<file path="src/rtl/psdm_map.svh">
`ifndef PSDM_MAP_SVH
`define PSDM_MAP_SVH
// =====================================================================
// Register offsets, byte addresses on the register bus.
`define PSDM_OFF_TABLE_PAGE  4'h0
`define PSDM_OFF_VIS_PAGE    4'h4
`define PSDM_OFF_CORE_CTRL   4'h8
`define PSDM_OFF_STATUS      4'hC
// =====================================================================
// Field positions and reset values.
`define PSDM_VIS_EN_BIT      0
`define PSDM_CFG_SPACE_BIT   7
`define PSDM_EA_MSB          15
`define PSDM_RST_TABLE_PAGE  8'h00
`define PSDM_RST_VIS_PAGE    8'h00
`define PSDM_RST_VIS_EN      1'b0
`define PSDM_RST_PC          23'h000000
// =====================================================================
// Program counter step and data space layout.
`define PSDM_PC_STEP         23'h000002
`define PSDM_DATA_SIZE       16'h0100
`define PSDM_Y_BASE          16'h0080
// =====================================================================
// Extra instruction cycles for visibility accesses.
`define PSDM_PEN_NONE        2'h0
`define PSDM_PEN_SHORT       2'h1
`define PSDM_PEN_LONG        2'h2
`endif

</file>
<file path="src/rtl/psdm_pkg.sv">
package psdm_pkg;
    // =================================================================
    // Access kinds presented by the core.
    typedef enum logic [2:0] {
        PSDM_FETCH            = 3'h0,
        PSDM_DATA_READ        = 3'h1,
        PSDM_DATA_WRITE       = 3'h2,
        PSDM_TABLE_READ_LOW   = 3'h3,
        PSDM_TABLE_READ_HIGH  = 3'h4,
        PSDM_TABLE_WRITE_LOW  = 3'h5,
        PSDM_TABLE_WRITE_HIGH = 3'h6
    } psdm_kind_t;
    // =================================================================
    // Operand pointers of the dual-operand multiply-accumulate class.
    typedef enum logic [1:0] {
        PSDM_X_POINTER_A = 2'h0,
        PSDM_X_POINTER_B = 2'h1,
        PSDM_Y_POINTER_A = 2'h2,
        PSDM_Y_POINTER_B = 2'h3
    } psdm_ptr_t;
    // =================================================================
    // Source of the read result.
    typedef enum logic [1:0] {
        PSDM_SRC_PROG = 2'h0,
        PSDM_SRC_RAM  = 2'h1,
        PSDM_SRC_ZERO = 2'h2
    } psdm_src_t;
endpackage

</file>
<file path="src/rtl/psdm_mapper.sv">
`timescale 1ns/1ps
`default_nettype none
`include "psdm_map.svh"

// What this block does
// - Program counter steps by two per 24-bit program word.
// - Table address is page register over the 16-bit data address.
// - Low table read, word mode, returns program bits 15..0.
// - Low table read, byte mode, select picks bits 7..0 or 15..8.
// - High table read, word mode, gives bits 23..16 with upper byte zero.
// - High table read, byte mode, gives bits 23..16 or zero byte.
// - Only high table operations reach program bits 23..16 as data.
// - Redirect to program space only with address MSB and visibility enable set.
// - Visibility address is zero, visibility page, then low 15 address bits.
// - Visibility reads deliver only the low 16 bits of the program word.
// - Visibility redirection is suspended during table reads and writes.
// - Outside repeat, move, double move, prefetch MAC visibility access adds one cycle.
// - Outside repeat, other visibility accesses add two cycles.
// - In repeat, first, last, interrupt exit and re-entry add two cycles.
// - Other repeat iterations with visibility access add no cycles.
// - Y region is a contiguous subset of X region.
// - Outside dual-operand MAC, X covers the whole 256-byte space.
// - Dual-operand MAC reads exclude Y from X; writes use combined space.
// - MAC reads reach Y only by Y pointers, X only by X pointers.
// - Out-of-region MAC fetch or unimplemented address reads as zero.
module psdm_mapper
    import psdm_pkg::*;
(
    input  wire logic        ref_clk,
    input  wire logic        rst,
    input  wire logic [3:0]  avs_address,
    input  wire logic        avs_read,
    input  wire logic        avs_write,
    input  wire logic [31:0] avs_writedata,
    input  wire logic [3:0]  avs_byteenable,
    output logic [31:0]      avs_readdata,
    output logic             avs_waitrequest,
    input  wire logic        reqValid,
    input  wire psdm_kind_t  reqKind,
    input  wire logic        byteMode,
    input  wire logic [15:0] effAddr,
    input  wire logic [15:0] wrData,
    input  wire logic        macRead,
    input  wire psdm_ptr_t   macPtr,
    input  wire logic        shortClass,
    input  wire logic        repeatActive,
    input  wire logic        repeatFirst,
    input  wire logic        repeatLast,
    input  wire logic        repeatIntExit,
    input  wire logic        repeatReentry,
    input  wire logic        pcLoad,
    input  wire logic [22:0] pcLoadAddr,
    input  wire logic [23:0] progData,
    input  wire logic [15:0] ramData,
    output logic [22:0]      pc,
    output logic [23:0]      progAddr,
    output logic             progRd,
    output logic             progWr,
    output logic [2:0]       progWrEn,
    output logic [23:0]      progWrData,
    output logic [15:0]      dataAddr,
    output logic             dataRd,
    output logic             dataWr,
    output logic [1:0]       dataWrEn,
    output logic [15:0]      dataWrData,
    output logic [1:0]       stallCycles,
    output logic [15:0]      result,
    output logic             resultValid
);

    // =================================================================
    // Helper functions.
    function automatic logic regionOk(input logic [15:0] a, input logic mac,
                                      input psdm_ptr_t p);
        logic inY;
        inY = (a >= `PSDM_Y_BASE);
        if (a >= `PSDM_DATA_SIZE)
            regionOk = 1'b0;
        else if (!mac)
            regionOk = 1'b1;
        else if (p == PSDM_Y_POINTER_A || p == PSDM_Y_POINTER_B)
            regionOk = inY;
        else
            regionOk = !inY;
    endfunction

    function automatic logic [15:0] fmtProg(input psdm_kind_t k, input logic bm,
                                            input logic sel, input logic [23:0] p);
        if (k == PSDM_TABLE_READ_HIGH)
            fmtProg = (bm && sel) ? 16'h0000 : {8'h00, p[23:16]};
        else if (bm)
            fmtProg = {8'h00, sel ? p[15:8] : p[7:0]};
        else
            fmtProg = p[15:0];
    endfunction

    function automatic logic [1:0] penalty(input logic sc, input logic rpt,
                                           input logic edgeIter);
        if (!rpt)
            penalty = sc ? `PSDM_PEN_SHORT : `PSDM_PEN_LONG;
        else
            penalty = edgeIter ? `PSDM_PEN_LONG : `PSDM_PEN_NONE;
    endfunction

    // =================================================================
    // Register bus.
    logic [7:0]  tablePage;
    logic [7:0]  visPage;
    logic        visEn;
    logic [31:0] next_readdata;

    wire busReq  = (avs_read || avs_write) && avs_waitrequest;
    wire busWr   = avs_write && !avs_waitrequest;
    wire wrTable = busWr && avs_byteenable[0] && avs_address == `PSDM_OFF_TABLE_PAGE;
    wire wrVis   = busWr && avs_byteenable[0] && avs_address == `PSDM_OFF_VIS_PAGE;
    wire wrCtl   = busWr && avs_byteenable[0] && avs_address == `PSDM_OFF_CORE_CTRL;

    always_comb begin
        case (avs_address)
            `PSDM_OFF_TABLE_PAGE: next_readdata = {24'h000000, tablePage};
            `PSDM_OFF_VIS_PAGE:   next_readdata = {24'h000000, visPage};
            `PSDM_OFF_CORE_CTRL:  next_readdata = {31'h00000000, visEn};
            `PSDM_OFF_STATUS:     next_readdata = {8'h00, progAddr};
            default:              next_readdata = 32'h00000000;
        endcase
    end

    always_ff @(posedge ref_clk) begin
        if (rst) begin
            avs_waitrequest <= 1'b1;
            avs_readdata    <= 32'h00000000;
        end else begin
            avs_waitrequest <= !busReq;
            if (busReq && avs_read)
                avs_readdata <= next_readdata;
        end
    end

    always_ff @(posedge ref_clk) begin
        if (rst) begin
            tablePage <= `PSDM_RST_TABLE_PAGE;
            visPage   <= `PSDM_RST_VIS_PAGE;
            visEn     <= `PSDM_RST_VIS_EN;
        end else begin
            if (wrTable)
                tablePage <= avs_writedata[7:0];
            if (wrVis)
                visPage <= avs_writedata[7:0];
            if (wrCtl)
                visEn <= avs_writedata[`PSDM_VIS_EN_BIT];
        end
    end

    // =================================================================
    // Request decode.
    wire isFetch  = reqValid && reqKind == PSDM_FETCH;
    wire isDRd    = reqValid && reqKind == PSDM_DATA_READ;
    wire isDWr    = reqValid && reqKind == PSDM_DATA_WRITE;
    wire isTRdL   = reqValid && reqKind == PSDM_TABLE_READ_LOW;
    wire isTRdH   = reqValid && reqKind == PSDM_TABLE_READ_HIGH;
    wire isTWrL   = reqValid && reqKind == PSDM_TABLE_WRITE_LOW;
    wire isTWrH   = reqValid && reqKind == PSDM_TABLE_WRITE_HIGH;
    wire isTable  = isTRdL || isTRdH || isTWrL || isTWrH;
    // Table operations never take the visibility path.
    wire psvHit   = (isDRd || isDWr) && !isTable && effAddr[`PSDM_EA_MSB] && visEn;
    wire psvRd    = psvHit && isDRd;
    wire ramOk    = regionOk(effAddr, macRead && isDRd, macPtr);
    wire byteSel  = effAddr[0];
    wire edgeIter = repeatFirst || repeatLast || repeatIntExit || repeatReentry;

    wire [23:0] fetchAddr = {1'b0, pc[22:1], 1'b0};
    wire [23:0] tableAddr = {tablePage, effAddr};
    wire [23:0] visAddr   = {1'b0, visPage, effAddr[14:0]};

    // Low operations touch only bits 15..0, high ones only bits 23..16.
    wire [2:0]  twEnLow   = byteMode ? (byteSel ? 3'h2 : 3'h1) : 3'h3;
    wire [2:0]  twEnHigh  = (byteMode && byteSel) ? 3'h0 : 3'h4;
    wire [23:0] twDataLow = byteMode ? {8'h00, wrData[7:0], wrData[7:0]}
                                     : {8'h00, wrData};
    wire [23:0] twDataHi  = {wrData[7:0], 16'h0000};
    wire [1:0]  dwEn      = byteMode ? (byteSel ? 2'h2 : 2'h1) : 2'h3;
    wire [15:0] dwData    = byteMode ? {wrData[7:0], wrData[7:0]} : wrData;

    // =================================================================
    // Program counter.
    always_ff @(posedge ref_clk) begin
        if (rst)
            pc <= `PSDM_RST_PC;
        else if (pcLoad)
            pc <= {pcLoadAddr[22:1], 1'b0};
        else if (isFetch)
            pc <= pc + `PSDM_PC_STEP;
    end

    // =================================================================
    // Address stage.
    psdm_kind_t pendKind;
    psdm_src_t  pendSrc;
    logic       pendValid;
    logic       pendByte;
    logic       pendSel;

    always_ff @(posedge ref_clk) begin
        if (rst) begin
            progAddr    <= 24'h000000;
            progRd      <= 1'b0;
            progWr      <= 1'b0;
            progWrEn    <= 3'h0;
            progWrData  <= 24'h000000;
            stallCycles <= `PSDM_PEN_NONE;
        end else begin
            progRd      <= isFetch || isTRdL || isTRdH || psvRd;
            progWr      <= isTWrL || isTWrH;
            progWrEn    <= isTWrL ? twEnLow : (isTWrH ? twEnHigh : 3'h0);
            progWrData  <= isTWrL ? twDataLow : twDataHi;
            stallCycles <= psvHit ? penalty(shortClass, repeatActive, edgeIter)
                                  : `PSDM_PEN_NONE;
            if (isFetch)
                progAddr <= fetchAddr;
            else if (isTable)
                progAddr <= tableAddr;
            else if (psvHit)
                progAddr <= visAddr;
        end
    end

    always_ff @(posedge ref_clk) begin
        if (rst) begin
            dataAddr   <= 16'h0000;
            dataRd     <= 1'b0;
            dataWr     <= 1'b0;
            dataWrEn   <= 2'h0;
            dataWrData <= 16'h0000;
        end else begin
            dataRd     <= isDRd && !psvHit && ramOk;
            dataWr     <= isDWr && !psvHit && ramOk;
            dataWrEn   <= dwEn;
            dataWrData <= dwData;
            if ((isDRd || isDWr) && !psvHit)
                dataAddr <= effAddr;
        end
    end

    always_ff @(posedge ref_clk) begin
        if (rst) begin
            pendValid <= 1'b0;
            pendKind  <= PSDM_FETCH;
            pendSrc   <= PSDM_SRC_ZERO;
            pendByte  <= 1'b0;
            pendSel   <= 1'b0;
        end else begin
            pendValid <= isDRd || isTRdL || isTRdH;
            pendKind  <= reqKind;
            pendByte  <= byteMode;
            pendSel   <= byteSel;
            if (isTRdL || isTRdH || psvRd)
                pendSrc <= PSDM_SRC_PROG;
            else if (ramOk)
                pendSrc <= PSDM_SRC_RAM;
            else
                pendSrc <= PSDM_SRC_ZERO;
        end
    end

    // =================================================================
    // Result stage.
    wire [15:0] ramByte = {8'h00, pendSel ? ramData[15:8] : ramData[7:0]};
    wire [15:0] ramFmt  = pendByte ? ramByte : ramData;
    // Visibility reads format as low table reads, word or byte, so bits 23..16 never appear.
    wire [15:0] progFmt = fmtProg(pendKind, pendByte, pendSel, progData);
    wire [15:0] next_result = (pendSrc == PSDM_SRC_PROG) ? progFmt :
                              (pendSrc == PSDM_SRC_RAM)  ? ramFmt  : 16'h0000;

    always_ff @(posedge ref_clk) begin
        if (rst) begin
            result      <= 16'h0000;
            resultValid <= 1'b0;
        end else begin
            resultValid <= pendValid;
            if (pendValid)
                result <= next_result;
        end
    end
endmodule // psdm_mapper
`default_nettype wire

</file>
<file path="config.mk">
export PLATFORM = sky130hd
export DESIGN_NAME = psdm_mapper
export DESIGN_NICKNAME = d
export VERILOG_FILES = /design/src/rtl/psdm_pkg.sv /design/src/rtl/psdm_mapper.sv
export VERILOG_INCLUDE_DIRS = /design/src /design/src/rtl
export SDC_FILE = /design/constraint.sdc
export NUM_CORES = 1
export LEC_CHECK = 0
export BUFFER_PORTS_ARGS = -buffer_cell sky130_fd_sc_hd__buf_2
export CAP_MARGIN = 20
export CELL_PAD_IN_SITES_DETAIL_PLACEMENT = 0
export CELL_PAD_IN_SITES_GLOBAL_PLACEMENT = 1
export CORE_ASPECT_RATIO = 2
export CORE_UTILIZATION = 34
export DETAILED_ROUTE_END_ITERATION = 10
export PLACE_DENSITY_LB_ADDON = 0.15
export SETUP_SLACK_MARGIN = 0.15
export SYNTH_ARGS = -nofsm -noshare
export SYNTH_HDL_FRONTEND = slang
export SYNTH_SLANG_ARGS = --single-unit
</file>
<file path="constraint.sdc">
create_clock -name ref_clk -period 2.45 [get_ports ref_clk]
set_input_delay 0 -clock ref_clk [delete_from_list [all_inputs] [get_ports ref_clk]]
set_output_delay 0 -clock ref_clk [all_outputs]
set_load 0.005 [all_outputs]
</file>
==> run metrics <==
PortBufs=279; Max-slew headroom=28.36%; setup ws final=238.1 ps; Max Freq=0.4521 GHz; # IOs=318; WL final=25.41 mm; GRT Total Usage=23.06%; largest net degree at the start of global routing=73; Clock Skew=15.19 ps; Hold Path Class=in2reg; clk_lat worst skew=440 ps; Synth area leader=dfxtp_1; Req. time, crit path=2760 ps; iteration count of the initial detailed-routing pass=4; kind of cell with the highest combined delay on the critical path=buffers and inverters; gr ovfl total=0; CP Launch Type=primary input; Residual DRC=0; worst hold slack=41.45 ps; worst path arrival time=2530 ps; average cell area after synthesis=8.805 µm²; reg2reg start=pendKind[1]$_SDFF_PP0_; vias per inst=4.820; Post-synth EDFFs=0; static leakage=4.946 nW; # setup viols final=0; Layout fillers=2,139; Clock Path Buffers=2; crit path from=reqKind[2]; cell count after synthesis=837; H-tree depth=4; top cell type's share of synthesized area=48.90%; clock sink count=180; CP max FO=15; most used cell, CP=dlygate4sd3_1; Fin. Hold Viols=0; Setup TNS=0 ps; DP Worst Slack=445.7 ps; Rows=75; outcome=finished, final reports clean; Critical Path Max Stage Delay=580 ps; Reg clk slew, reported paths=70 ps; Initial Util=34.90%; vias in the first global route=7,253; register area share after synthesis=48.90%; Die Width=106.1 µm; part of the cycle the worst path needs=90.28%; Max Slew Vio Count=0; WP buf/inv=3; Nets=1,371; routed len/inst=16.95 µm; power per cell area=629.2 nW/µm²; synthesized cell area=7370 µm²; Min-Delay Startpoint=progData[10]; Worst VDD drop=0.4700 mV; fraction of registers with async set/reset=0%; hpwl dp=18.86 mm; post-route antenna net violation count=0; Storage cell area=3603 µm²; RSZ-0062 raised after global routing=no; most numerous cell in the Yosys netlist=dfxtp_1; Setup CP Type=in2reg; drt initial violations=285; first-pass GRT wire length=38.94 mm; initial antenna violation count=1; share of cells above drive strength 1=29.45%; TritonCTS Buffers=17; area of the multi-input gates=3447 µm²; Root Driver=clkbuf_16; core area=21,110 µm²; Die Height=210.2 µm; Primary FF master, synth=dfxtp_1; DR vias=7,225; Worst-Margin Slew=1066 ps; Cell variety after synth=55; die area=22,300 µm²; cells along the critical path=dlygate4sd3_1, buf_2, nand2b_1, or2_2, nand2b_2, nand2_1, a21oi_1, dlygate4sd3_1; area grow syn2layout=47.01%; Synth Register Bits=180; TritonCTS clock tree=built; top post-synthesis cells by area=dfxtp_1 49%, mux2i_1 7.2%, nor2_1 6.3%; synth cell count leaders=180 x dfxtp_1, 124 x nor2_1, 105 x nand2_1; Ys Warns=0; fin crit period=2212 ps; GP Congestion=0.8036; max-cap check violation count=0; slowest CP cell=dlygate4sd3_1; critical path endpoint category=flop
[cells in the final DEF (no fill, tap or decap), types with 4 or more instances in the layout]
| cell | instances |
|---|---|
| nor3_1 | 26 |
| o21ai_0 | 28 |
| a2111oi_0 | 4 |
| conb_1 | 9 |
| nor4_1 | 10 |
| and2_1 | 4 |
| a31oi_1 | 4 |
| inv_1 | 18 |
| a22oi_1 | 27 |
| buf_4 | 22 |
| buf_2 | 278 |
| nor4_2 | 9 |
| dfxtp_1 | 180 |
| inv_8 | 6 |
| nor2b_1 | 13 |
| a221o_1 | 11 |
| nor3_2 | 4 |
| dlygate4sd3_1 | 116 |
| a21oi_1 | 59 |
| a211oi_1 | 9 |
| nand2_1 | 104 |
| nand4_1 | 5 |
| mux2i_1 | 53 |
| nor2_1 | 123 |
| a22o_1 | 6 |
| nand2b_1 | 6 |
| xnor2_1 | 19 |
| nand3_1 | 10 |
| clkbuf_16 | 17 |
[worst register-to-register path: stages, from the launching register on]
cell and delay, ps:
dfxtp_1 300, or3b_2 590, nor4_2 250, buf_4 180
a21oi_1 70, nor3_1 170, dlygate4sd3_1 580
[worst paths after layout]
path,slack (ps),end,cells past startpoint
hold reg to reg,460,dataAddr[7]$_SDFFE_PP0P_,2
setup reg to reg,270,result[3]$_SDFFE_PP0P_,6
setup / recovery,240,dataAddr[11]$_SDFFE_PP0P_,8
hold / removal,40,result[10]$_SDFFE_PP0P_,5
[flip-flops by register name (all words and copies together) (netlist names), 2 cells and up]
signal / count
progAddr: 24
result: 16
avs_readdata: 24
pendSrc: 2
progWrData: 24
pc: 22
dataWrEn: 2
progWrEn: 3
visPage: 8
stallCycles: 2
tablePage: 8
pendKind: 3
dataAddr: 16
dataWrData: 16
[layout make-up]
type / count / area share (%)
Sequential cell: 180 / 33.26
Multi-Input combinational cell: 581 / 31.82
Timing Repair Buffer: 417 / 25.27
Clock buffer: 17 / 3.927
Tap cell: 269 / 3.107
Clock inverter: 15 / 1.940
Inverter: 19 / 0.6583
Antenna cell: 1 / 0.02310
[stage by stage]
stage                     total power [mW]  utilization (%)  instance area, µm²  cells
final                                6.816            51.31               10830   1499
after global routing                 7.100            51.31               10830   1499
after CTS                            6.921            51.23               10820   1498
after detailed placement             3.831            42.72                9020   1350
after global placement               3.827            42.72                9020   1350
after floorplan                      3.492                -                7400    845
[logic make-up (layout without fill, tap and decap cells)]
group	after synthesis	count (layout)	synth area share (%)
adder cells (fa/ha/maj)	1	1	0.1698
buffers and inverters	84	468	4.974
AO/OA/AOI/OAI	159	159	13.94
AND/OR/NAND/NOR	334	334	21.55
multiplexers	56	56	7.810
flip-flops	180	180	48.90
other	1	10	0.05088
XOR/XNOR	22	22	2.615
[layer usage]
metal	part of all wire (%)	GRT usage (%)
met3	3.8	3.340
met4	2.3	9.004
met2	57	45.70
met5	0	0
met1	37	23.45
[timing repair]
| action | CTS | global route |
|---|---|---|
| hold buffers | 116 | 0 |
| hold endpoints to repair | 140 | 0 |
| setup buffers | 0 | 0 |
| setup endpoints to repair | 0 | 8 |
| gates resized for setup | 0 | 4 |
[report_power, final]
part / switching [mW] / internal [mW] / leakage (nW)
clock: 1.34 / 1.58 / 0.308
combinational: 0.404 / 0.397 / 3.17
sequential: 0.0742 / 3.03 / 1.47
Note: power is estimated with default switching activity, not from simulation.
